===== config.mk =====
export PLATFORM = sky130hd
export DESIGN_NAME = cidec_decoder
export DESIGN_NICKNAME = d
export VERILOG_FILES = /design/src/inc/cidec_pkg.sv /design/src/verilog/cidec_decoder.sv
export VERILOG_INCLUDE_DIRS = /design/src /design/src/inc
export SDC_FILE = /design/constraint.sdc
export NUM_CORES = 1
export LEC_CHECK = 0
export BUFFER_PORTS_ARGS = -buffer_cell sky130_fd_sc_hd__buf_2
export CAP_MARGIN = 25
export CORE_MARGIN = 3
export CORE_UTILIZATION = 54
export DETAILED_ROUTE_END_ITERATION = 6
export PLACE_DENSITY = 0.92
export SYNTH_ARGS = -nofsm -noshare
export SYNTH_HDL_FRONTEND = slang
export SYNTH_SLANG_ARGS = --single-unit

===== constraint.sdc =====
create_clock -name clk_sys_in -period 3.05 [get_ports clk_sys_in]
set_input_delay 0.305 -clock clk_sys_in [delete_from_list [all_inputs] [get_ports clk_sys_in]]
set_output_delay 0.305 -clock clk_sys_in [all_outputs]
set_load 0.01 [all_outputs]

===== src/inc/cidec_regs.svh =====
/*
  timing and field constants of the instruction decoder.
  assumes inclusion by bare name from the design file.
*/
`ifndef CIDEC_REGS_SVH
`define CIDEC_REGS_SVH
`define CIDEC_CYC_4 5'h04
`define CIDEC_CYC_5 5'h05
`define CIDEC_CYC_7 5'h07
`define CIDEC_CYC_10 5'h0A
`define CIDEC_CYC_11 5'h0B
`define CIDEC_CYC_13 5'h0D
`define CIDEC_REG_MEM 3'h6
`define CIDEC_REG_ACC 3'h7
`define CIDEC_OPC_STOP 8'h76
`define CIDEC_RST_VEC_SHIFT 3
`endif


===== src/inc/cidec_pkg.sv =====
/*
  types of the instruction decoder.
  assumes nothing beyond the constants header.
*/
package cidec_pkg;
  typedef enum logic [3:0] {
    CIDEC_CLS_OTHER = 4'h0,
    CIDEC_CLS_COPY = 4'h1,
    CIDEC_CLS_STORE_M = 4'h2,
    CIDEC_CLS_LOAD_M = 4'h3,
    CIDEC_CLS_STOP = 4'h4,
    CIDEC_CLS_ALU = 4'h5,
    CIDEC_CLS_RET_COND = 4'h6,
    CIDEC_CLS_LOAD_PAIR = 4'h7,
    CIDEC_CLS_RESTART = 4'h8,
    CIDEC_CLS_IMM = 4'h9,
    CIDEC_CLS_PORT = 4'hA,
    CIDEC_CLS_BRANCH = 4'hB,
    CIDEC_CLS_DIRECT = 4'hC
  } cidec_cls_t;
  typedef enum logic [2:0] {
    CIDEC_ST_OPC = 3'b001,
    CIDEC_ST_BYTE2 = 3'b010,
    CIDEC_ST_BYTE3 = 3'b100
  } cidec_st_t;
endpackage : cidec_pkg


===== src/verilog/cidec_decoder.sv =====
/*
  instruction assembler and opcode classifier.
  assumes program memory presents bytes in ascending address order with a valid strobe
  on the same clock; fetch_ready_out tells it to advance.
  the flag byte is read on the edge that takes the last byte of an instruction,
  so it must already describe the result that a condition tests.
*/
`timescale 1ns/1ps
`include "cidec_regs.svh"

module cidec_decoder (
  input wire logic clk_sys_in,
  input wire logic srst_in,
  input wire logic [7:0] fetch_data_in,
  input wire logic fetch_valid_in,
  input wire logic [7:0] flags_in,
  output logic fetch_ready_out,
  output logic instr_valid_out,
  output logic [7:0] opcode_out,
  output logic [7:0] operand_lo_out,
  output logic [7:0] operand_hi_out,
  output logic [1:0] length_out,
  output cidec_pkg::cidec_cls_t op_class_out,
  output logic [2:0] dest_out,
  output logic [2:0] src_out,
  output logic [2:0] alu_sel_out,
  output logic alu_carry_in_out,
  output logic [2:0] cond_sel_out,
  output logic cond_met_out,
  output logic [1:0] pair_sel_out,
  output logic [15:0] restart_addr_out,
  output logic [4:0] cycles_out
);

  ////////////////////////////////////////////////////////////////////////////
  // decode helpers

  // number of bytes that follow the opcode
  function automatic logic [1:0] cidec_extra(input logic [7:0] op);
    logic [1:0] n;
    n = 2'h0;
    if (op[7:6] == 2'h0 && op[2:0] == 3'h6) n = 2'h1; // immediate load
    if (op[7:6] == 2'h3 && op[2:0] == 3'h6) n = 2'h1; // immediate alu
    if (op == 8'hDB || op == 8'hD3) n = 2'h1; // port in/out
    if (op[7:6] == 2'h0 && op[3:0] == 4'h1) n = 2'h2; // pair constant
    if (op[7:6] == 2'h0 && op[5] && op[2:0] == 3'h2) n = 2'h2; // direct access
    if (op[7:6] == 2'h3 && (op[2:0] == 3'h2 || op[2:0] == 3'h4)) n = 2'h2;
    if (op == 8'hC3 || op == 8'hCD) n = 2'h2; // jump, call
    return n;
  endfunction : cidec_extra

  // condition test of the flag byte: s z x ac x p x cy
  function automatic logic cidec_cond(input logic [2:0] c, input logic [7:0] f);
    logic r;
    r = 1'b0;
    unique case (c)
      3'h0: r = ~f[6]; // not zero
      3'h1: r = f[6]; // zero
      3'h2: r = ~f[0];
      3'h3: r = f[0];
      3'h4: r = ~f[2]; // parity odd
      3'h5: r = f[2]; // parity even
      3'h6: r = ~f[7]; // positive
      3'h7: r = f[7]; // minus
    endcase
    return r;
  endfunction : cidec_cond

  ////////////////////////////////////////////////////////////////////////////
  // state

  typedef struct packed {
    cidec_pkg::cidec_st_t st;
    logic [1:0] need;
    logic [7:0] opc;
    logic [7:0] lo;
    logic [7:0] hi;
    logic vld;
    logic [1:0] len;
    cidec_pkg::cidec_cls_t cls;
    logic [2:0] dst;
    logic [2:0] src;
    logic [2:0] alu;
    logic cyin;
    logic [2:0] csel;
    logic cmet;
    logic [1:0] pair;
    logic [15:0] rst;
    logic [4:0] cyc;
  } cidec_state_t;

  cidec_state_t state;
  cidec_state_t next_state;
  logic [7:0] byte_in; // bytes are unsigned 8-bit
  logic [7:0] op_now;

  // bus byte used as sampled: high level is one
  assign byte_in = fetch_data_in;
  assign fetch_ready_out = 1'b1;

  ////////////////////////////////////////////////////////////////////////////
  // assembly and classification

  always_comb begin
    next_state = state;
    next_state.vld = 1'b0;
    op_now = state.opc;
    if (fetch_valid_in) begin
      unique case (state.st)
        cidec_pkg::CIDEC_ST_OPC: begin
          next_state.opc = byte_in;
          next_state.lo = 8'h00;
          next_state.hi = 8'h00;
          next_state.need = cidec_extra(byte_in);
          op_now = byte_in;
          if (cidec_extra(byte_in) == 2'h0) begin
            next_state.vld = 1'b1;
          end else begin
            next_state.st = cidec_pkg::CIDEC_ST_BYTE2;
          end
        end
        cidec_pkg::CIDEC_ST_BYTE2: begin
          next_state.lo = byte_in; // low byte or first operand
          if (state.need == 2'h1) begin
            next_state.vld = 1'b1;
            next_state.st = cidec_pkg::CIDEC_ST_OPC;
          end else begin
            next_state.st = cidec_pkg::CIDEC_ST_BYTE3;
          end
        end
        cidec_pkg::CIDEC_ST_BYTE3: begin
          next_state.hi = byte_in; // high byte or second operand
          next_state.vld = 1'b1;
          next_state.st = cidec_pkg::CIDEC_ST_OPC;
        end
        default: next_state.st = cidec_pkg::CIDEC_ST_OPC;
      endcase
    end
    // classify once the instruction completes
    if (next_state.vld) begin
      next_state.len = 2'(cidec_extra(op_now) + 2'h1);
      next_state.dst = op_now[5:3];
      next_state.src = op_now[2:0];
      next_state.alu = op_now[5:3];
      next_state.csel = op_now[5:3];
      next_state.pair = op_now[5:4];
      next_state.cyin = 1'b0;
      next_state.cmet = 1'b0;
      next_state.rst = 16'h0000;
      next_state.cls = cidec_pkg::CIDEC_CLS_OTHER;
      next_state.cyc = `CIDEC_CYC_4;
      if (op_now == `CIDEC_OPC_STOP) begin
        next_state.cls = cidec_pkg::CIDEC_CLS_STOP;
        next_state.cyc = `CIDEC_CYC_7;
      end else if (op_now[7:6] == 2'h1 && op_now[5:3] == `CIDEC_REG_MEM) begin
        next_state.cls = cidec_pkg::CIDEC_CLS_STORE_M;
        next_state.cyc = `CIDEC_CYC_7;
      end else if (op_now[7:6] == 2'h1 && op_now[2:0] == `CIDEC_REG_MEM) begin
        next_state.cls = cidec_pkg::CIDEC_CLS_LOAD_M;
        next_state.cyc = `CIDEC_CYC_7;
      end else if (op_now[7:6] == 2'h1) begin
        next_state.cls = cidec_pkg::CIDEC_CLS_COPY;
        next_state.cyc = `CIDEC_CYC_5;
      end else if (op_now[7:6] == 2'h2) begin
        next_state.cls = cidec_pkg::CIDEC_CLS_ALU;
        next_state.cyin = (op_now[5:3] == 3'h1) && flags_in[0];
        next_state.cyc = (op_now[2:0] == `CIDEC_REG_MEM) ? `CIDEC_CYC_7 : `CIDEC_CYC_4;
      end else if (op_now[7:6] == 2'h3 && op_now[2:0] == 3'h0) begin
        next_state.cls = cidec_pkg::CIDEC_CLS_RET_COND;
        next_state.cmet = cidec_cond(op_now[5:3], flags_in);
        next_state.cyc = next_state.cmet ? `CIDEC_CYC_11 : `CIDEC_CYC_5;
      end else if (op_now[7:6] == 2'h3 && op_now[2:0] == 3'h7) begin
        next_state.cls = cidec_pkg::CIDEC_CLS_RESTART;
        next_state.rst = {10'h000, op_now[5:3], 3'h0};
        next_state.cyc = `CIDEC_CYC_11;
      end else if (op_now[7:6] == 2'h0 && op_now[3:0] == 4'h1) begin
        next_state.cls = cidec_pkg::CIDEC_CLS_LOAD_PAIR;
        next_state.cyc = `CIDEC_CYC_10;
      end else if (op_now == 8'hDB || op_now == 8'hD3) begin
        next_state.cls = cidec_pkg::CIDEC_CLS_PORT;
        next_state.cyc = `CIDEC_CYC_10;
      end else if (op_now[7:6] == 2'h0 && op_now[2:0] == 3'h6) begin
        next_state.cls = cidec_pkg::CIDEC_CLS_IMM;
        next_state.cyc = (op_now[5:3] == `CIDEC_REG_MEM) ? `CIDEC_CYC_10 : `CIDEC_CYC_7;
      end else if (op_now[7:6] == 2'h3 && op_now[2:0] == 3'h6) begin
        next_state.cls = cidec_pkg::CIDEC_CLS_IMM;
        next_state.cyc = `CIDEC_CYC_7;
      end else if (op_now[7:6] == 2'h0 && op_now[5:4] == 2'h3 && op_now[2:0] == 3'h2) begin
        next_state.cls = cidec_pkg::CIDEC_CLS_DIRECT;
        next_state.cyc = `CIDEC_CYC_13;
      end else if (cidec_extra(op_now) == 2'h2) begin
        next_state.cls = cidec_pkg::CIDEC_CLS_BRANCH;
        next_state.cyc = `CIDEC_CYC_10;
      end
    end
  end

  // state register
  always_ff @(posedge clk_sys_in) begin
    if (srst_in) begin
      state <= '{st: cidec_pkg::CIDEC_ST_OPC, cls: cidec_pkg::CIDEC_CLS_OTHER, default: '0};
    end else begin
      state <= next_state;
    end
  end

  ////////////////////////////////////////////////////////////////////////////
  // outputs

  assign instr_valid_out = state.vld;
  assign opcode_out = state.opc;
  assign operand_lo_out = state.lo;
  assign operand_hi_out = state.hi;
  assign length_out = state.len;
  assign op_class_out = state.cls;
  assign dest_out = state.dst;
  assign src_out = state.src;
  assign alu_sel_out = state.alu;
  assign alu_carry_in_out = state.cyin;
  assign cond_sel_out = state.csel;
  assign cond_met_out = state.cmet;
  assign pair_sel_out = state.pair;
  assign restart_addr_out = state.rst;
  assign cycles_out = state.cyc;

  ////////////////////////////////////////////////////////////////////////////
  // checks
  // the output properties look at the registered outputs in the cycle of the completion pulse; the fetch ones check the cycle after

  AST_COPY_CYC: assert property (@(posedge clk_sys_in) disable iff (srst_in)
    instr_valid_out && op_class_out == cidec_pkg::CIDEC_CLS_COPY |-> cycles_out == 5'h05)
    else $error("copy cycle count wrong");
  AST_STOP: assert property (@(posedge clk_sys_in) disable iff (srst_in)
    instr_valid_out && opcode_out == 8'h76 |->
      op_class_out == cidec_pkg::CIDEC_CLS_STOP && cycles_out == 5'h07)
    else $error("stop decode wrong");
  AST_LOAD_M: assert property (@(posedge clk_sys_in) disable iff (srst_in)
    instr_valid_out && opcode_out[7:6] == 2'h1 && opcode_out[2:0] == 3'h6
      && opcode_out != 8'h76 |-> op_class_out == cidec_pkg::CIDEC_CLS_LOAD_M)
    else $error("memory load decode wrong");
  AST_ALU_CYC: assert property (@(posedge clk_sys_in) disable iff (srst_in)
    instr_valid_out && opcode_out[7:6] == 2'h2 && opcode_out[2:0] != 3'h6
      |-> cycles_out == 5'h04 && length_out == 2'h1)
    else $error("alu decode wrong");
  AST_RET_CYC: assert property (@(posedge clk_sys_in) disable iff (srst_in)
    instr_valid_out && op_class_out == cidec_pkg::CIDEC_CLS_RET_COND
      |-> cycles_out == (cond_met_out ? 5'h0B : 5'h05))
    else $error("return cycles wrong");
  AST_PAIR: assert property (@(posedge clk_sys_in) disable iff (srst_in)
    instr_valid_out && op_class_out == cidec_pkg::CIDEC_CLS_LOAD_PAIR
      |-> length_out == 2'h3 && cycles_out == 5'h0A)
    else $error("pair load wrong");
  AST_THREE: assert property (@(posedge clk_sys_in) disable iff (srst_in)
    fetch_valid_in && state.st == cidec_pkg::CIDEC_ST_BYTE3
      |=> instr_valid_out && operand_hi_out == $past(fetch_data_in))
    else $error("third byte not taken as high");
  AST_ONE: assert property (@(posedge clk_sys_in) disable iff (srst_in)
    fetch_valid_in && state.st == cidec_pkg::CIDEC_ST_OPC && fetch_data_in[7:6] == 2'h1
      |=> instr_valid_out && length_out == 2'h1)
    else $error("single byte opcode waited");
  AST_RST: assert property (@(posedge clk_sys_in) disable iff (srst_in)
    instr_valid_out && op_class_out == cidec_pkg::CIDEC_CLS_RESTART
      |-> restart_addr_out == {10'h000, opcode_out[5:3], 3'h0} && cycles_out == 5'h0B)
    else $error("restart wrong");
  // carry reaches the adder only for the add-with-carry code
  AST_CARRY: assert property (@(posedge clk_sys_in) disable iff (srst_in)
    instr_valid_out |-> alu_carry_in_out == (op_class_out == cidec_pkg::CIDEC_CLS_ALU
      && alu_sel_out == 3'h1 && $past(flags_in[0])))
    else $error("carry select wrong");
  // each condition pair tests one flag; the low code bit picks its sense
  AST_COND_Z: assert property (@(posedge clk_sys_in) disable iff (srst_in)
    instr_valid_out && op_class_out == cidec_pkg::CIDEC_CLS_RET_COND
      && cond_sel_out[2:1] == 2'h0 |-> cond_met_out == (cond_sel_out[0] == $past(flags_in[6])))
    else $error("zero condition wrong");
  AST_COND_P: assert property (@(posedge clk_sys_in) disable iff (srst_in)
    instr_valid_out && op_class_out == cidec_pkg::CIDEC_CLS_RET_COND
      && cond_sel_out[2:1] == 2'h2 |-> cond_met_out == (cond_sel_out[0] == $past(flags_in[2])))
    else $error("parity condition wrong");
  AST_COND_S: assert property (@(posedge clk_sys_in) disable iff (srst_in)
    instr_valid_out && op_class_out == cidec_pkg::CIDEC_CLS_RET_COND
      && cond_sel_out[2:1] == 2'h3 |-> cond_met_out == (cond_sel_out[0] == $past(flags_in[7])))
    else $error("sign condition wrong");
  // a condition result outside a return would mislead the cycle logic downstream
  AST_NOT_MET: assert property (@(posedge clk_sys_in) disable iff (srst_in)
    instr_valid_out && op_class_out != cidec_pkg::CIDEC_CLS_RET_COND |-> !cond_met_out)
    else $error("condition flagged outside a return");
  // a one-operand instruction closes on its second byte
  AST_TWO: assert property (@(posedge clk_sys_in) disable iff (srst_in)
    fetch_valid_in && state.st == cidec_pkg::CIDEC_ST_BYTE2 && state.need == 2'h1
      |=> instr_valid_out && length_out == 2'h2 && operand_lo_out == $past(fetch_data_in))
    else $error("two byte instruction not closed");
  // store through the pair, the stop code excepted
  AST_STORE_M: assert property (@(posedge clk_sys_in) disable iff (srst_in)
    instr_valid_out && opcode_out[7:3] == 5'h0E && opcode_out != 8'h76
      |-> op_class_out == cidec_pkg::CIDEC_CLS_STORE_M && cycles_out == 5'h07)
    else $error("memory store decode wrong");
  // every completed instruction has a length of at least one byte
  AST_LEN: assert property (@(posedge clk_sys_in) disable iff (srst_in)
    instr_valid_out |-> length_out != 2'h0)
    else $error("instruction length zero");
  // jump and call must wait for both address bytes
  AST_JUMP_WAIT: assert property (@(posedge clk_sys_in) disable iff (srst_in)
    fetch_valid_in && state.st == cidec_pkg::CIDEC_ST_OPC
      && (fetch_data_in == 8'hC3 || fetch_data_in == 8'hCD)
      |=> !instr_valid_out && state.st == cidec_pkg::CIDEC_ST_BYTE2)
    else $error("jump or call closed early");
  // class and length must agree for the multi-byte groups
  AST_WIDE_LEN: assert property (@(posedge clk_sys_in) disable iff (srst_in)
    instr_valid_out && (op_class_out == cidec_pkg::CIDEC_CLS_BRANCH
      || op_class_out == cidec_pkg::CIDEC_CLS_DIRECT) |-> length_out == 2'h3)
    else $error("branch length wrong");
  AST_IMM_LEN: assert property (@(posedge clk_sys_in) disable iff (srst_in)
    instr_valid_out && (op_class_out == cidec_pkg::CIDEC_CLS_IMM
      || op_class_out == cidec_pkg::CIDEC_CLS_PORT) |-> length_out == 2'h2)
    else $error("immediate length wrong");
  // scenarios worth seeing at least once
  COV_THREE: cover property (@(posedge clk_sys_in) instr_valid_out && length_out == 2'h3);
  COV_TWO: cover property (@(posedge clk_sys_in) instr_valid_out && length_out == 2'h2);
  COV_RET: cover property (@(posedge clk_sys_in) instr_valid_out && cond_met_out);
  COV_STOP: cover property (@(posedge clk_sys_in)
    instr_valid_out && op_class_out == cidec_pkg::CIDEC_CLS_STOP);
  COV_CARRY: cover property (@(posedge clk_sys_in) instr_valid_out && alu_carry_in_out);

endmodule : cidec_decoder


==> Word-level counts from Yosys, hierarchy flattened <==
Index checks and enable logic that the tools add are counted.
{ "classes": {"add_sub_neg": 1, "n_eq_ne": 36, "mux": 99, "bitwise_logic": 4, "n_reduce_logical": 36} }
{ "op_table": {"columns": ["operator", "n"], "rows": [
  ["$mux 4", 28],
  ["$eq 8x8->1 const B", 8],
  ["$mux 2", 32],
  ["$mux 6", 6],
  ["$pmux 8 s2", 2],
  ["$eq 3x3->1 const B", 10],
  ["$mux 1", 23],
  ["$logic_and 1x1->1", 19],
  ["$mux 16", 1],
  ["$mux 8", 2],
  ["$eq 3x2->1 const B", 5],
  ["$eq 2x2->1 const B", 5],
  ["$eq 4x1->1 const B", 2],
  ["$eq 8x7->1 const B", 1],
  ["$pmux 1 s8", 1],
  ["$reduce_and 2->1", 4],
  ["$eq 3x1->1 const B", 2],
  ["$logic_not 2->1", 3],
  ["$logic_not 3->1", 2],
  ["$logic_or 1x1->1", 6],
  ["$mux 3", 2],
  ["$pmux 3 s2", 1],
  ["$eq 2x1->1 const B", 2],
  ["$not 1->1", 4],
  ["4 further kinds", 5]
]} }
{ "totals": {"reg_bits": 67} }

==> Longest topological paths before layout <==
{ "depth": {"word_depth": 36, "ltp_mapped": 10, "depth_no_buf": 7} }

==> Worst setup path before layout <==
No wires, ideal clock.
{ "synth_path": {"path_kind": "input-to-reg", "from": "in fetch_valid_in", "to": "reg state (netlist bit op_class_out[0])", "t_arrival_ps": 2224, "t_required_ps": 2922, "setup_slack_ps": 699, "cell_stages": 9, "n_path_buf": 2, "path_cell_list": "buf_6 nor4bb_4 buf_6 mux2i_2 a21oi_2 o311ai_4 or4b_1 a22oi_2 nor2_1"} }
{ "synth_between": {"elab_chain_len": 34, "word_cells_on_any_way": 64, "cone_classes": "eq/ne (16); mux (31); reduce/logical (17)"} }
{ "synth_rtl": {"columns": ["element", "line", "rtl"], "rows": [
  ["from (decl)", "cidec_decoder.sv:15", "input wire logic fetch_valid_in,"],
  ["$mux 8", "cidec_decoder.sv:108", "if (fetch_valid_in) begin"],
  ["$logic_not 2->1", null, null],
  ["$logic_and 1x1->1 (2 in series)", "cidec_decoder.sv:46", "if (op[7:6] == 2'h0 && op[5] && op[2:0] == 3'h2) n = 2'h2;"],
  ["$mux 2", "cidec_decoder.sv:46", null],
  ["$mux 2", "cidec_decoder.sv:47", "if (op[7:6] == 2'h3 && (op[2:0] == 3'h2 || op[2:0] == 3'h4)) n = 2'h2;"],
  ["$mux 2", "cidec_decoder.sv:48", "if (op == 8'hC3 || op == 8'hCD) n = 2'h2;"],
  ["$mux 2", "cidec_decoder.sv:188", "end else if (op_now[7:6] == 2'h0 && op_now[5:4] == 2'h3 && op_now[2:0] == 3'h2) begin"],
  ["$mux 2", "cidec_decoder.sv:185", "end else if (op_now[7:6] == 2'h3 && op_now[2:0] == 3'h6) begin"],
  ["(+17 left out)", null, null],
  ["$mux 4", "cidec_decoder.sv:176", "end else if (op_now[7:6] == 2'h0 && op_now[3:0] == 4'h1) begin"],
  ["$mux 4", "cidec_decoder.sv:172", "end else if (op_now[7:6] == 2'h3 && op_now[2:0] == 3'h7) begin"],
  ["$mux 4", "cidec_decoder.sv:168", "end else if (op_now[7:6] == 2'h3 && op_now[2:0] == 3'h0) begin"],
  ["$mux 4", "cidec_decoder.sv:164", "end else if (op_now[7:6] == 2'h2) begin"],
  ["$mux 4", "cidec_decoder.sv:161", "end else if (op_now[7:6] == 2'h1) begin"],
  ["$mux 4", "cidec_decoder.sv:158", "end else if (op_now[7:6] == 2'h1 && op_now[2:0] == `CIDEC_REG_MEM) begin"],
  ["$mux 4", "cidec_decoder.sv:155", "end else if (op_now[7:6] == 2'h1 && op_now[5:3] == `CIDEC_REG_MEM) begin"],
  ["$mux 4", "cidec_decoder.sv:152", "if (op_now == `CIDEC_OPC_STOP) begin"],
  ["to (signal assigned)", "cidec_decoder.sv:203", "state <= next_state;"],
  ["to (decl)", "cidec_decoder.sv:92", "cidec_state_t state;"]
]} }
Parallel ways exist; a longest one is shown, timed or not. The select of a mux whose other input is x is not followed.
A chain may end at the register's enable or synchronous reset.

==> Worst setup path in the final report <==
{ "layout_path": {"from": "reg state[70] (netlist bit)", "to": "reg state (netlist bit op_class_out[0])"} }
{ "layout_between": {"elab_chain_len": 36, "word_cells_on_any_way": 69, "cone_classes": "eq/ne (19); mux (33); reduce/logical (17)"} }
{ "layout_rtl": {"columns": ["element", "line", "rtl"], "rows": [
  ["$eq 3x1->1", "cidec_decoder.sv:109", "unique case (state.st)"],
  ["$mux 8", "cidec_decoder.sv:109", null],
  ["$mux 8", "cidec_decoder.sv:108", null],
  ["$logic_not 2->1", null, null],
  ["$logic_and 1x1->1 (2 in series)", "cidec_decoder.sv:46", null],
  ["$mux 2", "cidec_decoder.sv:46", null],
  ["$mux 2", "cidec_decoder.sv:47", null],
  ["$mux 2", "cidec_decoder.sv:48", null],
  ["(+19 left out)", null, null],
  ["$mux 4", "cidec_decoder.sv:176", null],
  ["$mux 4", "cidec_decoder.sv:172", null],
  ["$mux 4", "cidec_decoder.sv:168", null],
  ["$mux 4", "cidec_decoder.sv:164", null],
  ["$mux 4", "cidec_decoder.sv:161", null],
  ["$mux 4", "cidec_decoder.sv:158", null],
  ["$mux 4", "cidec_decoder.sv:155", null],
  ["$mux 4", "cidec_decoder.sv:152", null]
]} }
Parallel ways exist; a longest one is shown, timed or not. The select of a mux whose other input is x is not followed.

==> flow_summary.json <==
{
  "slew_headroom_pct": 43.3,
  "hp-class": "primary input to flop",
  "cts_buffers": 5,
  "crit_start": "state[70]",
  "cts_max_level": 2,
  "synth-seq-area-share_pct": 30.1,
  "wl_um": 8140,
  "ant_nets": 0,
  "reg2reg_slack_ns": 0.39,
  "synth_cell_type_count": 64,
  "end_kind": "flop",
  "gp_congestion": 1.01,
  "min_period_ns": 2.66,
  "finalNonFillerCells": 497,
  "antenna_cells": 0,
  "post_drt_wl_per_cell_um": 16.4,
  "grt_max_degree": 52,
  "cp-start-kind": "flop",
  "io_pins": 88,
  "setup_viol": 0,
  "swShare_pct": 32.9,
  "outcome": "completed",
  "overflow": 0,
  "dpl_cell_area_mm2": 0.00326,
  "p_clk_share_pct": 28.3,
  "fin_util_pct": 56.1,
  "setup_tns_ns": 0,
  "drive_above_1_share_pct": 25.1,
  "finalHoldViolCount": 0,
  "coreArea_mm2": 0.00599,
  "ys_warn_count": 0,
  "vias": 2959,
  "rows": 28,
  "synth_edf_count": 0,
  "worst_pin_slew_ns": 0.850,
  "initial_utilization_pct": 56.6,
  "cts_sinks": 51,
  "drt_iter0_drc": 327,
  "cts_tree": "done",
  "dp.cells": 489,
  "async_flop_share_pct": 0,
  "fin_skew_ns": 0.00613,
  "slew_viol_final": 0,
  "power_density_mw_per_mm2": 438,
  "clk_pin_slew_ns": 0.10,
  "synthCells": 425,
  "path_cells": "nor4bb_4 -> buf_4 -> mux2i_2 -> a21oi_2 -> o311ai_4 -> or4b_1 -> a22oi_2 -> nor2_1",
  "dieWidth_um": 85.2,
  "clk_latency_ns": 0.31,
  "antenna_found_initial": 0,
  "ir_worst_vdd_mv": 0.302,
  "dp_hpwl_um": 5930,
  "fill_cells": 548,
  "nets": 440,
  "maxClockFrequency_mhz": 376,
  "die_area_mm2": 0.00726,
  "grt_pass1_vias": 2708,
  "fin_area_mm2": 0.00336,
  "dominantRegCellSynth": "dfxtp_1",
  "worst_ep_required_time_ns": 3.22,
  "netSwitchingPower_w": 0.000484,
  "grt_setup_unrepaired": "no",
  "vias_per_cell": 5.95,
  "syn2layout_area_growth_pct": -0.813,
  "synth_seq_cells": 51,
  "fp.dieH_um": 85.2,
  "critPathArrivalTime_ns": 2.83,
  "crit_slowest_cell": "dfxtp_1",
  "avgSynthCellArea_um2": 7.97,
  "track_usage_pct": 22.5,
  "reg2reg_from": "state[70]",
  "clockBufferDepth": 2,
  "crit_fanout": 13,
  "p_comb_share_pct": 22.2,
  "r2r_cells": 8,
  "cap_violations": 0,
  "grt_pass1_wl_um": 13300,
  "root_buffer": "clkbuf_8",
  "reg2reg_to": "op_class_out[0]",
  "crit_end": "op_class_out[0]",
  "min_period_over_period_pct": 87.2,
  "drc_errors": 0,
  "holdBufCountCts": 0,
  "cts_resized": 0,
  "seqPwrFrac_pct": 49.5,
  "dr.pass1.iters": 5,
  "portBuffers": 68,
  "synth_area_mm2": 0.00339,
  "cp_slowest_stage_delay_ns": 0.52,
  "path_class": "flop to flop",
  "power.leakage_nw": 1.41,
  "power.internal_w": 0.000988,
  "post_cts_buffers": 0
}
-- logic make-up after synthesis --
kind of cell | share of synthesized area (%)
AO/OA/AOI/OAI | 19.0
XOR/XNOR | 1.55
buffers and inverters | 20.2
flip-flops | 30.1
multiplexers | 2.70
other | 0.222
AND/OR/NAND/NOR | 26.1
-- worst min path at each step --
stage | cells after the start | slack, ns | from | endpoint
after detailed placement | 2 | 0.44 | cond_met_out | cond_met_out
after floorplan | 2 | 0.43 | op_class_out[1] | op_class_out[1]
after CTS | 3 | 0.32 | fetch_data_in[7] | opcode_out[7]
after global placement | 2 | 0.44 | cond_met_out | cond_met_out
final | 3 | 0.32 | fetch_data_in[6] | opcode_out[6]
after global routing | 3 | 0.34 | fetch_data_in[6] | opcode_out[6]
-- critical path: cells and delay by family, from the launching register on --
| family | cells | cell delay [ns] |
|---|---|---|
| muxes | 1 | 0.27 |
| DFF | 1 | 0.52 |
| AOI/OAI and AO/OA | 3 | 0.56 |
| and+or+nand+nor | 3 | 0.90 |
| buffers and inverters | 1 | 0.27 |
-- area by class of cell --
class | instances | area [um^2] | area share (%)
Timing Repair Buffer | 75 | 393 | 11.7
Clock inverter | 3 | 27.5 | 0.819
Multi-Input combinational cell | 281 | 1730 | 51.5
Tap cell | 75 | 93.8 | 2.79
Clock buffer | 5 | 68.8 | 2.05
Sequential cell | 51 | 1020 | 30.4
Inverter | 7 | 26.3 | 0.782
-- layout by cell type (no fill, tap or decap), types with 4 or more instances in the layout --
cell | netlist | layout
a211oi_1 | 6 | 6
buf_2 | 7 | 68
buf_4 | 68 | 7
nand2_1 | 22 | 22
or2_2 | 4 | 4
conb_1 | 2 | 15
nand4_1 | 4 | 4
o21ai_0 | 5 | 5
clkbuf_8 | 0 | 5
inv_1 | 7 | 7
a21oi_1 | 24 | 24
mux2i_1 | 4 | 4
a31oi_1 | 7 | 7
a22oi_1 | 16 | 16
a31o_2 | 4 | 4
nand3_1 | 4 | 4
nand3b_1 | 7 | 7
nor4_1 | 5 | 5
nor2_1 | 60 | 60
nand4b_1 | 6 | 6
nor3b_1 | 9 | 9
nor3_1 | 18 | 18
nor2b_1 | 4 | 4
dfxtp_1 | 51 | 51
-- synthesized netlist by cell type (all sizes together), types with 3 or more instances --
master	instances	area share [%]
o22ai	3	0.55
o21ai	8	1.2
a31oi	8	1.9
buf	80	17
mux2i	5	1.6
xnor2	3	0.78
nand2	22	2.4
dfxtp	51	30
or3b	3	0.78
inv	7	0.78
nor3	19	3.0
nand3b	7	1.6
a21oi	25	3.8
a211oi	6	1.3
o21bai	3	0.66
xor2	3	0.78
a31o	4	1.0
mux2	3	1.1
nor3b	9	2.0
nor2b	4	0.74
clkbuf	19	2.1
nand4	4	0.74
nand3	4	0.59
nor2	60	6.6
or2	4	0.74
and2	3	0.55
nand4b	6	1.6
a22oi	17	3.9
nor4	5	0.92
-- metal layers --
layer / wire length (um) / track usage (%)
met5: 0 / 0
met4: 204 / 8.78
met3: 539 / 3.20
met2: 3950 / 36.5
met1: 3450 / 30.1
-- registers in the layout (all words and copies together), names as in the netlist --
signal and flops:
cycles_out 4, op_class_out 4, src_out 3, alu_carry_in_out 1, instr_valid_out 1, cond_met_out 1
state 5, operand_lo_out 8, restart_addr_out 3, cond_sel_out 3, length_out 2, opcode_out 8
operand_hi_out 8
-- per-stage QoR --
stage	worst slack, ns	power, W	hold WS [ns]
final	0.391	0.00147	0.316
after detailed placement	0.397	0.00106	0.441
after CTS	0.428	0.00147	0.319
after global placement	0.425	0.00106	0.438
after floorplan	0.699	0.00103	0.432
after global routing	0.204	0.00155	0.339
-- power groups by stage --
stage               logic (W)  clock network (W)  registers (W)
detailed placement   0.000321                  0       0.000743
floorplan            0.000303                  0       0.000725
CTS                  0.000323           0.000422       0.000728
global route         0.000359           0.000454       0.000735
finish               0.000327           0.000416       0.000729
global placement     0.000315                  0       0.000742
(Power assumes the default switching activity.)
